--- config.mk ---
export PLATFORM = sky130hd
export DESIGN_NAME = cpu_register_set
export DESIGN_NICKNAME = d
export VERILOG_FILES = /design/src/include/cpu_regs_pkg.sv /design/src/design/cpu_register_set.sv
export SDC_FILE = /design/constraint.sdc
export NUM_CORES = 2
export LEC_CHECK = 0
export BUFFER_PORTS_ARGS = -buffer_cell sky130_fd_sc_hd__buf_4
export CAP_MARGIN = 5
export CELL_PAD_IN_SITES_DETAIL_PLACEMENT = 1
export CELL_PAD_IN_SITES_GLOBAL_PLACEMENT = 1
export CORE_MARGIN = 4
export CORE_UTILIZATION = 35
export CTS_BUF_LIST = sky130_fd_sc_hd__clkbuf_16
export DETAILED_ROUTE_END_ITERATION = 10
export GPL_TIMING_DRIVEN = 0
export PLACE_DENSITY = 0.68
export SLEW_MARGIN = 15
export SYNTH_ARGS = -nofsm -noshare
export SYNTH_HDL_FRONTEND = slang
export SYNTH_SLANG_ARGS = --single-unit
--- constraint.sdc ---
create_clock -name clk -period 22.2 [get_ports clk]
set_clock_uncertainty 0.2 [all_clocks]
set_input_delay 0 -clock clk [delete_from_list [all_inputs] [get_ports clk]]
set_output_delay 0 -clock clk [all_outputs]
set_load 0.05 [all_outputs]
--- src/include/cpu_regs_pkg.sv ---
// Constants for the programmer-visible register set.
// Assumes APB debug access and a same-clock execution unit.
//
// Summary of operation
// - Eight data, eight address registers, 32-bit
// - Program counter plus user/interrupt/master stacks
// - Sixteen-bit status word: flags and control
// - Exception table base register, 32-bit
// - Source and destination space codes, 3-bit
// - Data writes: field, byte, long, quad
// - Address registers: stack/base, word and long
// - Any of sixteen registers readable as index
// - Status: priority mask plus five condition flags
// - Status: two trace, supervisor, master bits
// - Every-instruction trace traps after each instruction
// - Flow trace traps after change of flow
// - Space code outputs driven every bus cycle
// - Supervisor may emit alternate source/destination code
// - Cache control and address hold registers
// - Packed and unpacked decimal digit conversion
package cpu_regs_pkg;
  // APB register byte offsets
  localparam logic [7:0] OFF_GP_HI  = 8'h3C;
  localparam logic [7:0] OFF_PC     = 8'h40;
  localparam logic [7:0] OFF_USP    = 8'h44;
  localparam logic [7:0] OFF_ISP    = 8'h48;
  localparam logic [7:0] OFF_MSP    = 8'h4C;
  localparam logic [7:0] OFF_PSW    = 8'h50;
  localparam logic [7:0] OFF_VBR    = 8'h54;
  localparam logic [7:0] OFF_SRC    = 8'h58;
  localparam logic [7:0] OFF_DST    = 8'h5C;
  localparam logic [7:0] OFF_CCTL   = 8'h60;
  localparam logic [7:0] OFF_CADR   = 8'h64;
  localparam logic [7:0] OFF_ISTAT  = 8'h68;
  localparam logic [7:0] OFF_IMASK  = 8'h6C;
  // Status word fields
  localparam int SR_TRACE_FLOW  = 15;
  localparam int SR_TRACE_EVERY = 14;
  localparam int SR_S  = 13;
  localparam int SR_M  = 12;
  localparam int SR_IPM_LO = 8;
  localparam int SR_CC_W = 5;
  localparam logic [15:0] SR_IMPL = 16'hF71F;
  // Reset values
  localparam logic [15:0] SR_RST  = 16'h2700;
  localparam logic [31:0] W32_RST = 32'h0000_0000;
  localparam logic [2:0]  SPC_RST = 3'h0;
  // Space codes
  localparam logic [2:0] SPC_USER_DATA = 3'h1;
  localparam logic [2:0] SPC_USER_PROG = 3'h2;
  localparam logic [2:0] SPC_SUP_DATA  = 3'h5;
  localparam logic [2:0] SPC_SUP_PROG  = 3'h6;
  // Interrupt status bits
  localparam int IRQ_TRACE = 0;
  localparam int IRQ_PRIV  = 1;
  localparam int IRQ_W     = 2;
  // Index of the active stack pointer
  localparam logic [3:0] IDX_SP = 4'hF;
  // Execution unit write operations
  typedef enum logic [2:0] {
    OP_LONG   = 3'h0,
    OP_WORD   = 3'h1,
    OP_BYTE   = 3'h2,
    OP_QUAD   = 3'h3,
    OP_FIELD  = 3'h4,
    OP_PACK   = 3'h5,
    OP_UNPACK = 3'h6
  } eu_op_t;
  // Control register selector
  typedef enum logic [2:0] {
    CTL_VBR  = 3'h0,
    CTL_SRC  = 3'h1,
    CTL_DST  = 3'h2,
    CTL_CCTL = 3'h3,
    CTL_CADR = 3'h4
  } ctl_sel_t;
  // Alternate space request
  typedef enum logic [1:0] {
    ALT_NONE = 2'h0,
    ALT_SRC  = 2'h1,
    ALT_DST  = 2'h2
  } alt_t;
endpackage : cpu_regs_pkg
--- src/design/cpu_register_set.sv ---
// Programmer-visible register set with APB debug slave.
// Assumes a same-clock execution unit; its writes beat APB.
//
// Register access over APB and the register addresses were left to the implementer.
`timescale 1ns/1ps
`default_nettype none
module cpu_register_set
(
  // Clock and reset
  input  wire logic         clk,
  input  wire logic         rst,
  // APB slave
  input  wire logic         psel,
  input  wire logic         penable,
  input  wire logic         pwrite,
  input  wire logic [7:0]   paddr,
  input  wire logic [31:0]  pwdata,
  output logic [31:0]       prdata,
  output logic              pready,
  output logic              pslverr,
  // Register file write port
  input  wire logic         eu_we,
  input  wire logic [2:0]   eu_op,
  input  wire logic [3:0]   eu_idx,
  input  wire logic [31:0]  eu_wdata,
  input  wire logic [31:0]  eu_wdata_hi,
  input  wire logic [4:0]   eu_bf_off,
  input  wire logic [4:0]   eu_bf_w,
  // Register file read ports
  input  wire logic [3:0]   eu_rd_idx,
  output logic [31:0]       eu_rd_data,
  input  wire logic [3:0]   eu_index_idx,
  output logic [31:0]       eu_index_data,
  // Program counter and status updates
  input  wire logic         pc_we,
  input  wire logic [31:0]  pc_wdata,
  input  wire logic         cc_we,
  input  wire logic [4:0]   cc_wdata,
  input  wire logic         sr_we,
  input  wire logic [15:0]  sr_wdata,
  // Control register updates
  input  wire logic         ctl_we,
  input  wire logic [2:0]   ctl_sel,
  input  wire logic [31:0]  ctl_wdata,
  // Instruction completion
  input  wire logic         instr_done,
  input  wire logic         instr_flow,
  // Bus cycle start
  input  wire logic         bus_cycle,
  input  wire logic         bus_prog,
  input  wire logic [1:0]   bus_alt,
  output logic [2:0]        space_code_outputs,
  // Register contents
  output logic [31:0]       pc_reg,
  output logic [15:0]       processor_status_word_reg,
  output logic [31:0]       exception_table_base_reg,
  output logic [2:0]        source_space_code_reg,
  output logic [2:0]        dest_space_code_reg,
  output logic [31:0]       icache_control_reg,
  output logic [31:0]       icache_address_hold_reg,
  output logic [31:0]       active_sp_reg,
  // Traps and interrupt
  output logic              trace_trap,
  output logic              priv_trap,
  output logic              irq
);
  // Rotate left within a 32-bit register
  function automatic logic [31:0] rotl(input logic [31:0] v,
                                       input logic [4:0]  n);
    logic [63:0] t;
    t = {v, v} << n;
    return t[63:32];
  endfunction : rotl
  // Field mask; width zero means 32 bits
  function automatic logic [31:0] fmask(input logic [4:0] off,
                                        input logic [4:0] w);
    logic [31:0] m;
    m = (w == 5'h00) ? 32'hFFFF_FFFF
                     : ((32'h0000_0001 << w) - 32'h0000_0001);
    return rotl(m, off);
  endfunction : fmask
  // Merge a write into the old register value
  function automatic logic [31:0] merge(input logic [2:0]  op,
                                        input logic [31:0] old,
                                        input logic [31:0] d,
                                        input logic        is_a,
                                        input logic [4:0]  off,
                                        input logic [4:0]  w);
    logic [31:0] m;
    logic [31:0] r;
    m = fmask(off, w);
    case (op)
      // Address registers take the word sign-extended
      cpu_regs_pkg::OP_WORD:
        r = is_a ? {{16{d[15]}}, d[15:0]} : {old[31:16], d[15:0]};
      cpu_regs_pkg::OP_BYTE:   r = {old[31:8], d[7:0]};
      cpu_regs_pkg::OP_FIELD:  r = (old & ~m) | (rotl(d, off) & m);
      // Two one-digit bytes squeezed into one byte
      cpu_regs_pkg::OP_PACK:   r = {old[31:8], d[11:8], d[3:0]};
      // One byte spread into two one-digit bytes
      cpu_regs_pkg::OP_UNPACK:
        r = {old[31:16], 4'h0, d[7:4], 4'h0, d[3:0]};
      default:                 r = d;
    endcase
    return r;
  endfunction : merge
  // Data and address registers; slot 15 is the stack pointer
  logic [31:0] gp_reg [0:14];
  logic [31:0] usp_reg, isp_reg, msp_reg; // Stack pointers
  logic [cpu_regs_pkg::IRQ_W-1:0] irq_stat_reg, irq_mask_reg; // Event status and mask
  // Combined view of all sixteen registers
  logic [31:0] gp_view [0:15];
  logic [31:0] sp_now;
  logic [31:0] sp_wr;   // Active stack pointer after a unit write
  // APB decode
  logic        apb_fire;
  logic        apb_hit;
  logic        apb_wr;
  logic [31:0] apb_rd;
  // Privilege and events
  logic        sup;
  logic        eu_wr_hi;
  logic        priv_ev;
  logic        trace_ev;
  logic [cpu_regs_pkg::IRQ_W-1:0] irq_set;
  // Supervisor state bit
  assign sup = processor_status_word_reg[cpu_regs_pkg::SR_S];
  // Active stack pointer by supervisor and master bits
  always_comb
  begin
    if (!sup)
      sp_now = usp_reg;
    else if (processor_status_word_reg[cpu_regs_pkg::SR_M])
      sp_now = msp_reg;
    else
      sp_now = isp_reg;
  end
  // Register view: slot 15 is the active stack pointer
  generate
    for (genvar gi = 0; gi < 15; gi++)
    begin : g_view
      assign gp_view[gi] = gp_reg[gi];
    end
  endgenerate
  assign gp_view[15] = sp_now;
  // Unit write merged into the active stack pointer
  assign sp_wr = merge(eu_op, sp_now, eu_wdata, 1'b1, eu_bf_off, eu_bf_w);
  // APB access completes on the second access cycle
  assign apb_fire = psel & penable & pready;
  assign apb_wr   = apb_fire & pwrite & apb_hit;
  // APB address decode and read mux
  always_comb
  begin
    apb_rd  = 32'h0000_0000;
    apb_hit = 1'b1;
    if (paddr[1:0] != 2'h0)
      apb_hit = 1'b0;
    else if (paddr <= cpu_regs_pkg::OFF_GP_HI)
      apb_rd = gp_view[paddr[5:2]];
    else if (paddr == cpu_regs_pkg::OFF_PC)
      apb_rd = pc_reg;
    else if (paddr == cpu_regs_pkg::OFF_USP)
      apb_rd = usp_reg;
    else if (paddr == cpu_regs_pkg::OFF_ISP)
      apb_rd = isp_reg;
    else if (paddr == cpu_regs_pkg::OFF_MSP)
      apb_rd = msp_reg;
    else if (paddr == cpu_regs_pkg::OFF_PSW)
      apb_rd = {16'h0000, processor_status_word_reg};
    else if (paddr == cpu_regs_pkg::OFF_VBR)
      apb_rd = exception_table_base_reg;
    else if (paddr == cpu_regs_pkg::OFF_SRC)
      apb_rd = {29'h0000_0000, source_space_code_reg};
    else if (paddr == cpu_regs_pkg::OFF_DST)
      apb_rd = {29'h0000_0000, dest_space_code_reg};
    else if (paddr == cpu_regs_pkg::OFF_CCTL)
      apb_rd = icache_control_reg;
    else if (paddr == cpu_regs_pkg::OFF_CADR)
      apb_rd = icache_address_hold_reg;
    else if (paddr == cpu_regs_pkg::OFF_ISTAT)
      apb_rd = {30'h0000_0000, irq_stat_reg};
    else if (paddr == cpu_regs_pkg::OFF_IMASK)
      apb_rd = {30'h0000_0000, irq_mask_reg};
    else
      apb_hit = 1'b0;
  end
  // APB handshake: one wait state, then ready with data
  always_ff @(posedge clk or posedge rst)
  begin
    if (rst)
    begin
      pready  <= 1'b0;
      pslverr <= 1'b0;
      prdata  <= 32'h0000_0000;
    end
    else
    begin
      pready  <= psel & penable & ~pready;
      pslverr <= psel & penable & ~pready & ~apb_hit;
      // Unmapped reads return zero
      if (psel & penable & ~pready & ~pwrite)
        prdata <= apb_rd;
    end
  end
  // Privileged writes from user state are refused
  assign priv_ev = (sr_we | ctl_we) & ~sup;
  // Quad writes also fill the next data register
  assign eu_wr_hi = eu_we & (eu_op == cpu_regs_pkg::OP_QUAD) & ~eu_idx[3];
  // General registers: APB first, unit write lands last
  always_ff @(posedge clk or posedge rst)
  begin
    if (rst)
    begin
      for (int i = 0; i < 15; i++)
        gp_reg[i] <= cpu_regs_pkg::W32_RST;
    end
    else
    begin
      if (apb_wr && paddr < cpu_regs_pkg::OFF_GP_HI)
        gp_reg[paddr[5:2]] <= pwdata;
      if (eu_we && eu_idx != cpu_regs_pkg::IDX_SP)
        gp_reg[eu_idx] <= merge(eu_op, gp_reg[eu_idx], eu_wdata,
                                eu_idx[3], eu_bf_off, eu_bf_w);
      // Upper long of a quad goes to the paired data register
      if (eu_wr_hi)
        gp_reg[{1'b0, eu_idx[2:0] + 3'h1}] <= eu_wdata_hi;
    end
  end
  // Stack pointers: slot 15 writes the active one
  always_ff @(posedge clk or posedge rst)
  begin
    if (rst)
    begin
      usp_reg <= cpu_regs_pkg::W32_RST;
      isp_reg <= cpu_regs_pkg::W32_RST;
      msp_reg <= cpu_regs_pkg::W32_RST;
    end
    else
    begin
      if (apb_wr && paddr == cpu_regs_pkg::OFF_USP)
        usp_reg <= pwdata;
      if (apb_wr && paddr == cpu_regs_pkg::OFF_ISP)
        isp_reg <= pwdata;
      if (apb_wr && paddr == cpu_regs_pkg::OFF_MSP)
        msp_reg <= pwdata;
      if (eu_we && eu_idx == cpu_regs_pkg::IDX_SP)
      begin
        // Stack pointer accepts word and long forms
        if (!sup)
          usp_reg <= sp_wr;
        else if (processor_status_word_reg[cpu_regs_pkg::SR_M])
          msp_reg <= sp_wr;
        else
          isp_reg <= sp_wr;
      end
    end
  end
  // Program counter
  always_ff @(posedge clk or posedge rst)
  begin
    if (rst)
      pc_reg <= cpu_regs_pkg::W32_RST;
    else if (pc_we)
      pc_reg <= pc_wdata;
    else if (apb_wr && paddr == cpu_regs_pkg::OFF_PC)
      pc_reg <= pwdata;
  end
  // Status word: unit full write needs supervisor, APB full write does not, flags X N Z V C always
  always_ff @(posedge clk or posedge rst)
  begin
    if (rst)
      processor_status_word_reg <= cpu_regs_pkg::SR_RST;
    else if (sr_we && sup)
      processor_status_word_reg <= sr_wdata & cpu_regs_pkg::SR_IMPL;
    else if (cc_we)
      processor_status_word_reg[cpu_regs_pkg::SR_CC_W-1:0] <= cc_wdata;
    else if (apb_wr && paddr == cpu_regs_pkg::OFF_PSW)
      processor_status_word_reg <= pwdata[15:0] & cpu_regs_pkg::SR_IMPL;
  end
  // Exception table base
  always_ff @(posedge clk or posedge rst)
  begin
    if (rst)
      exception_table_base_reg <= cpu_regs_pkg::W32_RST;
    else if (ctl_we && sup && ctl_sel == cpu_regs_pkg::CTL_VBR)
      exception_table_base_reg <= ctl_wdata;
    else if (apb_wr && paddr == cpu_regs_pkg::OFF_VBR)
      exception_table_base_reg <= pwdata;
  end
  // Alternate space codes
  always_ff @(posedge clk or posedge rst)
  begin
    if (rst)
    begin
      source_space_code_reg <= cpu_regs_pkg::SPC_RST;
      dest_space_code_reg   <= cpu_regs_pkg::SPC_RST;
    end
    else
    begin
      if (ctl_we && sup && ctl_sel == cpu_regs_pkg::CTL_SRC)
        source_space_code_reg <= ctl_wdata[2:0];
      else if (apb_wr && paddr == cpu_regs_pkg::OFF_SRC)
        source_space_code_reg <= pwdata[2:0];
      if (ctl_we && sup && ctl_sel == cpu_regs_pkg::CTL_DST)
        dest_space_code_reg <= ctl_wdata[2:0];
      else if (apb_wr && paddr == cpu_regs_pkg::OFF_DST)
        dest_space_code_reg <= pwdata[2:0];
    end
  end
  // Cache control and address hold
  always_ff @(posedge clk or posedge rst)
  begin
    if (rst)
    begin
      icache_control_reg      <= cpu_regs_pkg::W32_RST;
      icache_address_hold_reg <= cpu_regs_pkg::W32_RST;
    end
    else
    begin
      if (ctl_we && sup && ctl_sel == cpu_regs_pkg::CTL_CCTL)
        icache_control_reg <= ctl_wdata;
      else if (apb_wr && paddr == cpu_regs_pkg::OFF_CCTL)
        icache_control_reg <= pwdata;
      if (ctl_we && sup && ctl_sel == cpu_regs_pkg::CTL_CADR)
        icache_address_hold_reg <= ctl_wdata;
      else if (apb_wr && paddr == cpu_regs_pkg::OFF_CADR)
        icache_address_hold_reg <= pwdata;
    end
  end
  // Registered read ports and active stack pointer copy
  always_ff @(posedge clk or posedge rst)
  begin
    if (rst)
    begin
      eu_rd_data    <= cpu_regs_pkg::W32_RST;
      eu_index_data <= cpu_regs_pkg::W32_RST;
      active_sp_reg <= cpu_regs_pkg::W32_RST;
    end
    else
    begin
      active_sp_reg <= sp_now;
      eu_rd_data    <= gp_view[eu_rd_idx];
      // Any of the sixteen can serve as index
      eu_index_data <= gp_view[eu_index_idx];
    end
  end
  // Trace trap after completed instructions
  assign trace_ev = instr_done &
    (processor_status_word_reg[cpu_regs_pkg::SR_TRACE_EVERY] |
     (processor_status_word_reg[cpu_regs_pkg::SR_TRACE_FLOW] & instr_flow));
  // Trap pulses
  always_ff @(posedge clk or posedge rst)
  begin
    if (rst)
    begin
      trace_trap <= 1'b0;
      priv_trap  <= 1'b0;
    end
    else
    begin
      trace_trap <= trace_ev;
      priv_trap  <= priv_ev;
    end
  end
  // Space code for each bus cycle
  always_ff @(posedge clk or posedge rst)
  begin
    if (rst)
      space_code_outputs <= cpu_regs_pkg::SPC_RST;
    else if (bus_cycle && sup && bus_alt == cpu_regs_pkg::ALT_SRC)
      space_code_outputs <= source_space_code_reg;
    else if (bus_cycle && sup && bus_alt == cpu_regs_pkg::ALT_DST)
      space_code_outputs <= dest_space_code_reg;
    else if (bus_cycle && sup)
      space_code_outputs <= bus_prog ? cpu_regs_pkg::SPC_SUP_PROG
                                     : cpu_regs_pkg::SPC_SUP_DATA;
    else if (bus_cycle)
      space_code_outputs <= bus_prog ? cpu_regs_pkg::SPC_USER_PROG
                                     : cpu_regs_pkg::SPC_USER_DATA;
  end
  // Sticky event bits: a new event beats a clear
  assign irq_set[cpu_regs_pkg::IRQ_TRACE] = trace_ev;
  assign irq_set[cpu_regs_pkg::IRQ_PRIV]  = priv_ev;
  // Interrupt status, write one to clear
  always_ff @(posedge clk or posedge rst)
  begin
    if (rst)
      irq_stat_reg <= '0;
    else if (apb_wr && paddr == cpu_regs_pkg::OFF_ISTAT)
      irq_stat_reg <= (irq_stat_reg & ~pwdata[cpu_regs_pkg::IRQ_W-1:0]) | irq_set;
    else
      irq_stat_reg <= irq_stat_reg | irq_set;
  end
  // Interrupt mask
  always_ff @(posedge clk or posedge rst)
  begin
    if (rst)
      irq_mask_reg <= '0;
    else if (apb_wr && paddr == cpu_regs_pkg::OFF_IMASK)
      irq_mask_reg <= pwdata[cpu_regs_pkg::IRQ_W-1:0];
  end
  // Level interrupt from unmasked status
  always_ff @(posedge clk or posedge rst)
  begin
    if (rst)
      irq <= 1'b0;
    else
      irq <= |(irq_stat_reg & irq_mask_reg);
  end
endmodule : cpu_register_set
`default_nettype wire

## After elaboration in Yosys (flattened, before gate mapping)

Cells that the tools add are included.

| storage, ports and cells | value |
|---|---|
| register bits | 866 |
| input bits | 233 |
| output and inout bits | 286 |
| logic and storage cells | 250 |

| operators by class | value |
|---|---|
| add/subtract/negate cells | 2 |
| order comparisons | 10 |
| equal/unequal tests | 27 |
| shift operators | 3 |
| muxes and demuxes | 93 |
| bitwise operators | 35 |
| reductions and logical operators | 42 |

Operators by type and width:

| cell | number |
|---|---|
| 2-to-1 mux 32 bit | 47 |
| bitwise mux 480 bit | 3 |
| 2-to-1 mux 480 bit | 3 |
| binary-select mux 32 bit (select 4 bit) | 4 |
| demux 32 bit (select 4 bit) | 3 |
| case mux 32 bit (5 select lines) | 2 |
| left shift 64 x 5 -> 64 bit | 2 |
| AND 32 bit | 3 |
| == test 8 x 7 -> 1 bit (second input constant) | 12 |
| OR 32 bit | 2 |
| 2-to-1 mux 16 bit | 2 |
| NOT 32 bit | 1 |
| left shift 1 x 5 -> 32 bit (first input constant) | 1 |
| subtractor 32 x 1 -> 32 bit (second input constant) | 1 |
| logical AND 1 bit | 28 |
| >= comparator 5 bit (second input constant) | 5 |
| 2-to-1 mux 3 bit | 8 |
| NOT 4 -> 5 bit | 4 |
| nonzero test 2 bit | 8 |
| less-than comparator 5 x 1 -> 1 bit (second input constant) | 3 |
| 2-to-1 mux 1 bit | 14 |
| AND 1 bit | 12 |
| == test 3 x 2 -> 1 bit (second input constant) | 4 |
| == test 3 bit (second input constant) | 4 |
| other kinds (24) | 36 |

## Depth between registers and ports, before layout

| depth | value |
|---|---|
| word-level depth | 22 |
| gate-level depth with buffers | 19 |

## Worst setup path after synthesis

Ideal clock, no wire load.

| timing | value |
|---|---|
| path kind | input to register |
| from | in eu_bf_w[1] |
| to | reg gp_reg[119] in the netlist's numbering |
| library setup time | 0.131 ns |
| arrival | 3.388 ns |
| data required time | 21.869 ns |
| setup slack | 18.481 ns |
| stages | 16 |
| cells stage by stage | or3_1 buf_2 nor2_4 inv_1 ha_1 buf_2 nor2b_2 nor3_2 or4_1 a32oi_1 nand2_1 o2111a_1 a211oi_2 and2_1 buf_2 o21ai_0 |

| between the ends | value |
|---|---|
| word-level cells in the longest chain between the ends | 13 |

Ends and longest elaborated chain:

| item | RTL line | text |
|---|---|---|
| start, declared | cpu_register_set.sv:28 | `input wire logic [4:0] eu_bf_w,` |
| left shift 1 x 5 -> 32 bit | cpu_register_set.sv:79 | `: ((32'h0000_0001 << w) - 32'h0000_0001);` |
| subtractor 32 x 1 -> 32 bit | cpu_register_set.sv:79 |  |
| 2-to-1 mux 32 bit (*) | cpu_register_set.sv:78 | `m = (w == 5'h00) ? 32'hFFFF_FFFF` |
| left shift 64 x 5 -> 64 bit (*) | cpu_register_set.sv:71 | `t = {v, v} << n;` |
| NOT 32 bit | cpu_register_set.sv:97 | `cpu_regs_pkg::OP_FIELD: r = (old & ~m) \| (rotl(d, off) & m);` |
| AND 32 bit | cpu_register_set.sv:97 |  |
| OR 32 bit (*) | cpu_register_set.sv:97 |  |
| case mux 32 bit (5 select lines) (*) | cpu_register_set.sv:92 | `case (op)` |
| 2-to-1 mux 32 bit (*) | cpu_register_set.sv:221 | `if (eu_we && eu_idx != cpu_regs_pkg::IDX_SP)` |
| bitwise mux 480 bit (*) | cpu_register_set.sv:222 | `gp_reg[eu_idx] <= merge(eu_op, gp_reg[eu_idx], eu_wdata,` |
| 2-to-1 mux 480 bit (*) | cpu_register_set.sv:221 |  |
| bitwise mux 480 bit | cpu_register_set.sv:226 | `gp_reg[{1'b0, eu_idx[2:0] + 3'h1}] <= eu_wdata_hi;` |
| 2-to-1 mux 480 bit (*) | cpu_register_set.sv:225 | `if (eu_wr_hi)` |
| end signal, assigned by index | cpu_register_set.sv:220 | `gp_reg[paddr[5:2]] <= pwdata;` |
| end signal, assigned by index | cpu_register_set.sv:222 |  |
| end signal, assigned by index | cpu_register_set.sv:226 |  |
| end, declared | cpu_register_set.sv:108 | `logic [31:0] gp_reg [0:14];` |

Mark *: on every way between the ends. The rest lies on a longest branch, timed or not. The select of a mux whose other input is x is not followed.
A chain may end at the register's enable or synchronous reset.

## Final worst setup path

| timing | value |
|---|---|
| from | in eu_idx[0] |
| to | reg gp_reg[281] in the netlist's numbering |

| between the ends | value |
|---|---|
| word-level cells in the longest chain between the ends | 12 |

Ends and longest elaborated chain:

| item | RTL line | text |
|---|---|---|
| start, declared | cpu_register_set.sv:24 | `input wire logic [3:0] eu_idx,` |
| NOT 4 -> 5 bit (implied by the code) | cpu_register_set.sv:222 |  |
| binary-select mux 32 bit (select 4 bit) | cpu_register_set.sv:222 |  |
| 2-to-1 mux 32 bit (implied by the code) (2 in a row) | cpu_register_set.sv:222 |  |
| AND 32 bit | cpu_register_set.sv:97 |  |
| OR 32 bit | cpu_register_set.sv:97 |  |
| case mux 32 bit (5 select lines) | cpu_register_set.sv:92 |  |
| 2-to-1 mux 32 bit | cpu_register_set.sv:221 |  |
| bitwise mux 480 bit | cpu_register_set.sv:222 |  |
| 2-to-1 mux 480 bit | cpu_register_set.sv:221 |  |
| bitwise mux 480 bit | cpu_register_set.sv:226 |  |
| 2-to-1 mux 480 bit (*) | cpu_register_set.sv:225 |  |

Marks and branches as above.

==> impl_metrics.env <==
export IMPL_place_hpwl_um=407000
export IMPL_numCtsBuffers=109
export IMPL_filler_cell_count=20800
export IMPL_syn_inst=6556
export IMPL_ys_ff_latch=862
export IMPL_post_cts_setup_buffers=0
export IMPL_cts_max_level=3
export IMPL_areaGrowthSynthToFinish_pct=25.4
export IMPL_synth_distinct_cells=118
export IMPL_placed_cell_area_um2=74300
export IMPL_clk_latency_ns=0.88
export IMPL_use_met1_pct=65.3
export IMPL_ys_flop_type="dfrtp_1"
export IMPL_syn_cell_area_um2=65800
export IMPL_endpoint_kind="flop"
export IMPL_critical_path_max_stage_delay_ns=0.96
export IMPL_netlist_top_cells_area="dfrtp_1 33%, mux4_2 19%, mux2_2 9.0%, mux2i_1 5.2%, a21oi_1 4.3%"
export IMPL_die_area_um2=195000
export IMPL_cp_cell_sequence="buf_4 -> buf_2 -> buf_2 -> buf_2 -> buf_2 -> buf_2 -> o211ai_1 -> o21ai_0 -> a21oi_1 -> nand2_1 -> nand2_1 -> a31oi_1 -> a31oi_1 -> dlygate4sd3_1"
export IMPL_worst_ep_required_time_ns=22.70
export IMPL_finalSetupViolCount=0
export IMPL_place_congestion=1.10
export IMPL_maxCapViolCount=4
export IMPL_startpoint_type="primary input"
export IMPL_firstDrtPassIters=9
export IMPL_avgViaCountPerCell=7.39
export IMPL_status="finished with violations"
export IMPL_antenna_left=0
export IMPL_final_cells=10300
export IMPL_powerDensity_nw_per_um2=112
export IMPL_synth_area_leader_cell="dfrtp_1"
export IMPL_drive_gt1_share_pct=27.8
export IMPL_root_buffer="clkbuf_16"
export IMPL_cts_max_path_buffers=3
export IMPL_criticalPathCategory="in2reg"
export IMPL_portBuffers=460
export IMPL_fmaxAchievable_ghz=0.155
export IMPL_drc_errors=0
export IMPL_grt_ovfl_total=0
export IMPL_layout_min_cycle_time_ns=6.47
export IMPL_syn_avg_cell_area_um2=10.0
export IMPL_largest_reg_flops=480
export IMPL_peakVddDrop_mv=0.0842
export IMPL_dpl_worst_slack_ns=15.81
export IMPL_clock_sinks=862
export IMPL_stdcell_area_um2=82600
export IMPL_busiest_layer="met2"
export IMPL_grt_pass1_vias=72000
export IMPL_slew_viol_final=4
export IMPL_hold_path_class="in2reg"
export IMPL_arrival_ns=6.97
export IMPL_pin_count=519
export IMPL_placed_cells=9585
export IMPL_regArea_um2=21600
export IMPL_cts_tree="done"
export IMPL_synth_edf_count=0
export IMPL_met2_usage_pct=68.4
export IMPL_vias=76100
export IMPL_rows=158
export IMPL_setup_slack_ns=15.73
export IMPL_synth_top_area_share_pct=32.6
export IMPL_crit_top_cell="buf_2"
export IMPL_grt_pass1_wl_um=689000
export IMPL_yosysWarnings=0
export IMPL_period_share_pct=29.1
export IMPL_failed_checks="capacitance limit, slew limit"
export IMPL_synthArstFlopShare_pct=100
export IMPL_antenna_found_initial=69
export IMPL_worst_pin_slew_ns=1.59
export IMPL_wl_um=529000
export IMPL_die_w_um=442
export IMPL_ys_seq_area_share_pct=32.8
export IMPL_rsz0062_at_grt="no"
export IMPL_multiInputGateArea_um2=41700
export IMPL_wl_per_cell_um=51.4
export IMPL_grtUsageTotal_pct=52.1
export IMPL_final_hold_viol_count=0
export IMPL_cpMaxStageDelayCell="a31oi_1"
export IMPL_slew_headroom_pct=-6.84
export IMPL_grt_max_degree=36
export IMPL_initial_core_util_pct=35.3
export IMPL_path_max_fanout=11
export IMPL_grt_use_met3_pct=27.0
export IMPL_drt_iter0_drc=12700
export IMPL_clk_pin_slew_worst_paths_ns=0.06
export IMPL_finalNetCount=7885
export IMPL_setup_tns_ns=0
export IMPL_power_leakage_nw=33.7
export IMPL_coreArea_um2=186000
export IMPL_die_h_um=442
## worst max-delay path, delay by kind of cell
family | cells | cell delay, ns
and+or+nand+nor | 2 | 0.26
AOI/OAI and AO/OA | 5 | 2.44
buffers and inverters | 7 | 4.23
## path summary, 6_finish.rpt
kind	slack, ns	end	start	depth (start not counted)
max	15.73	gp_reg[281]	eu_idx[0]	14
min	0.04	gp_reg[264]	eu_wdata_hi[8]	4
max reg2reg	16.20	processor_status_word_reg[9]	processor_status_word_reg[13]	11
min reg2reg	0.30	prdata[24]	prdata[24]	2
max in group asynchronous	19.00	gp_reg[414]	rst	12
min in group asynchronous	0.37	icache_address_hold_reg[3]	rst	4
## cell usage in the layout, fill, tap and decap left out, types with 343 or more instances in the layout
| cell type | n |
|---|---|
| dfrtp_1 | 858 |
| buf_4 | 487 |
| dlygate4sd3_1 | 427 |
| nand2_1 | 665 |
| mux4_2 | 555 |
| clkbuf_1 | 417 |
| mux2_2 | 528 |
| a21oi_1 | 524 |
| mux2i_1 | 343 |
| nor2_1 | 427 |
## Yosys cell counts, types with 60 or more instances
| cell | instances |
|---|---|
| o21ai_0 | 285 |
| buf_1 | 152 |
| mux2i_1 | 344 |
| a22oi_1 | 60 |
| mux2_2 | 528 |
| a31oi_1 | 176 |
| mux4_2 | 555 |
| o22ai_1 | 294 |
| and3_1 | 118 |
| clkbuf_1 | 478 |
| a211oi_1 | 108 |
| dfrtp_1 | 858 |
| a21oi_1 | 560 |
| nor2_1 | 431 |
| nand3_1 | 78 |
| nor2b_1 | 87 |
| nor3_1 | 85 |
| buf_2 | 72 |
| nand2_1 | 665 |
## through the flow
step | total power [mW] | utilization (%) | hold WS (ns)
global route | 9.25 | 44.3 | 0.0698
global placement | 6.60 | 38.9 | 0.0114
detailed placement | 6.80 | 39.9 | -0.0262
finish | 9.23 | 44.3 | 0.0385
floorplan | 4.71 | - | -0.106
CTS | 8.83 | 44.2 | 0.000618
## report_power, final
part           internal [mW]  switching, mW  total [mW]
logic                   1.55           2.78        4.33
clock network           1.09          0.861        1.95
registers               2.05          0.900        2.95
## logic make-up after synthesis
logic type,synth area share (%)
simple gates,11.2
buf+inv,4.57
fa+ha+maj,0.110
mux,33.3
compound gates,18.0
other cells,0.00570
flops,32.8
xor+xnor,0.0266
## layer usage
| layer | share of wire (%) | up-vias | routed length [um] |
|---|---|---|---|
| li1 | - | 27500 | - |
| met3 | 16 | 1597 | 83700 |
| met1 | 37 | 39800 | 196000 |
| met2 | 38 | 7175 | 203000 |
| met4 | 8.4 | 48 | 44300 |
| met5 | 0.21 | - | 1120 |
## layout make-up
cell class              count  area share (%)
clock buffers             109            3.30
clock inverters            93            1.21
multi-input cells        4945            50.5
diodes                     79           0.239
plain buffers             725            3.68
well taps                2480            3.76
flip-flops and latches    862            26.1
repair buffers            977            11.1
inverters                  27           0.127
## repair_timing
item,in CTS,in global routing
hold buffers,427,0
hold endpoints to repair,874,0
resized for setup,0,0
Note: power is estimated with default switching activity, not from simulation.
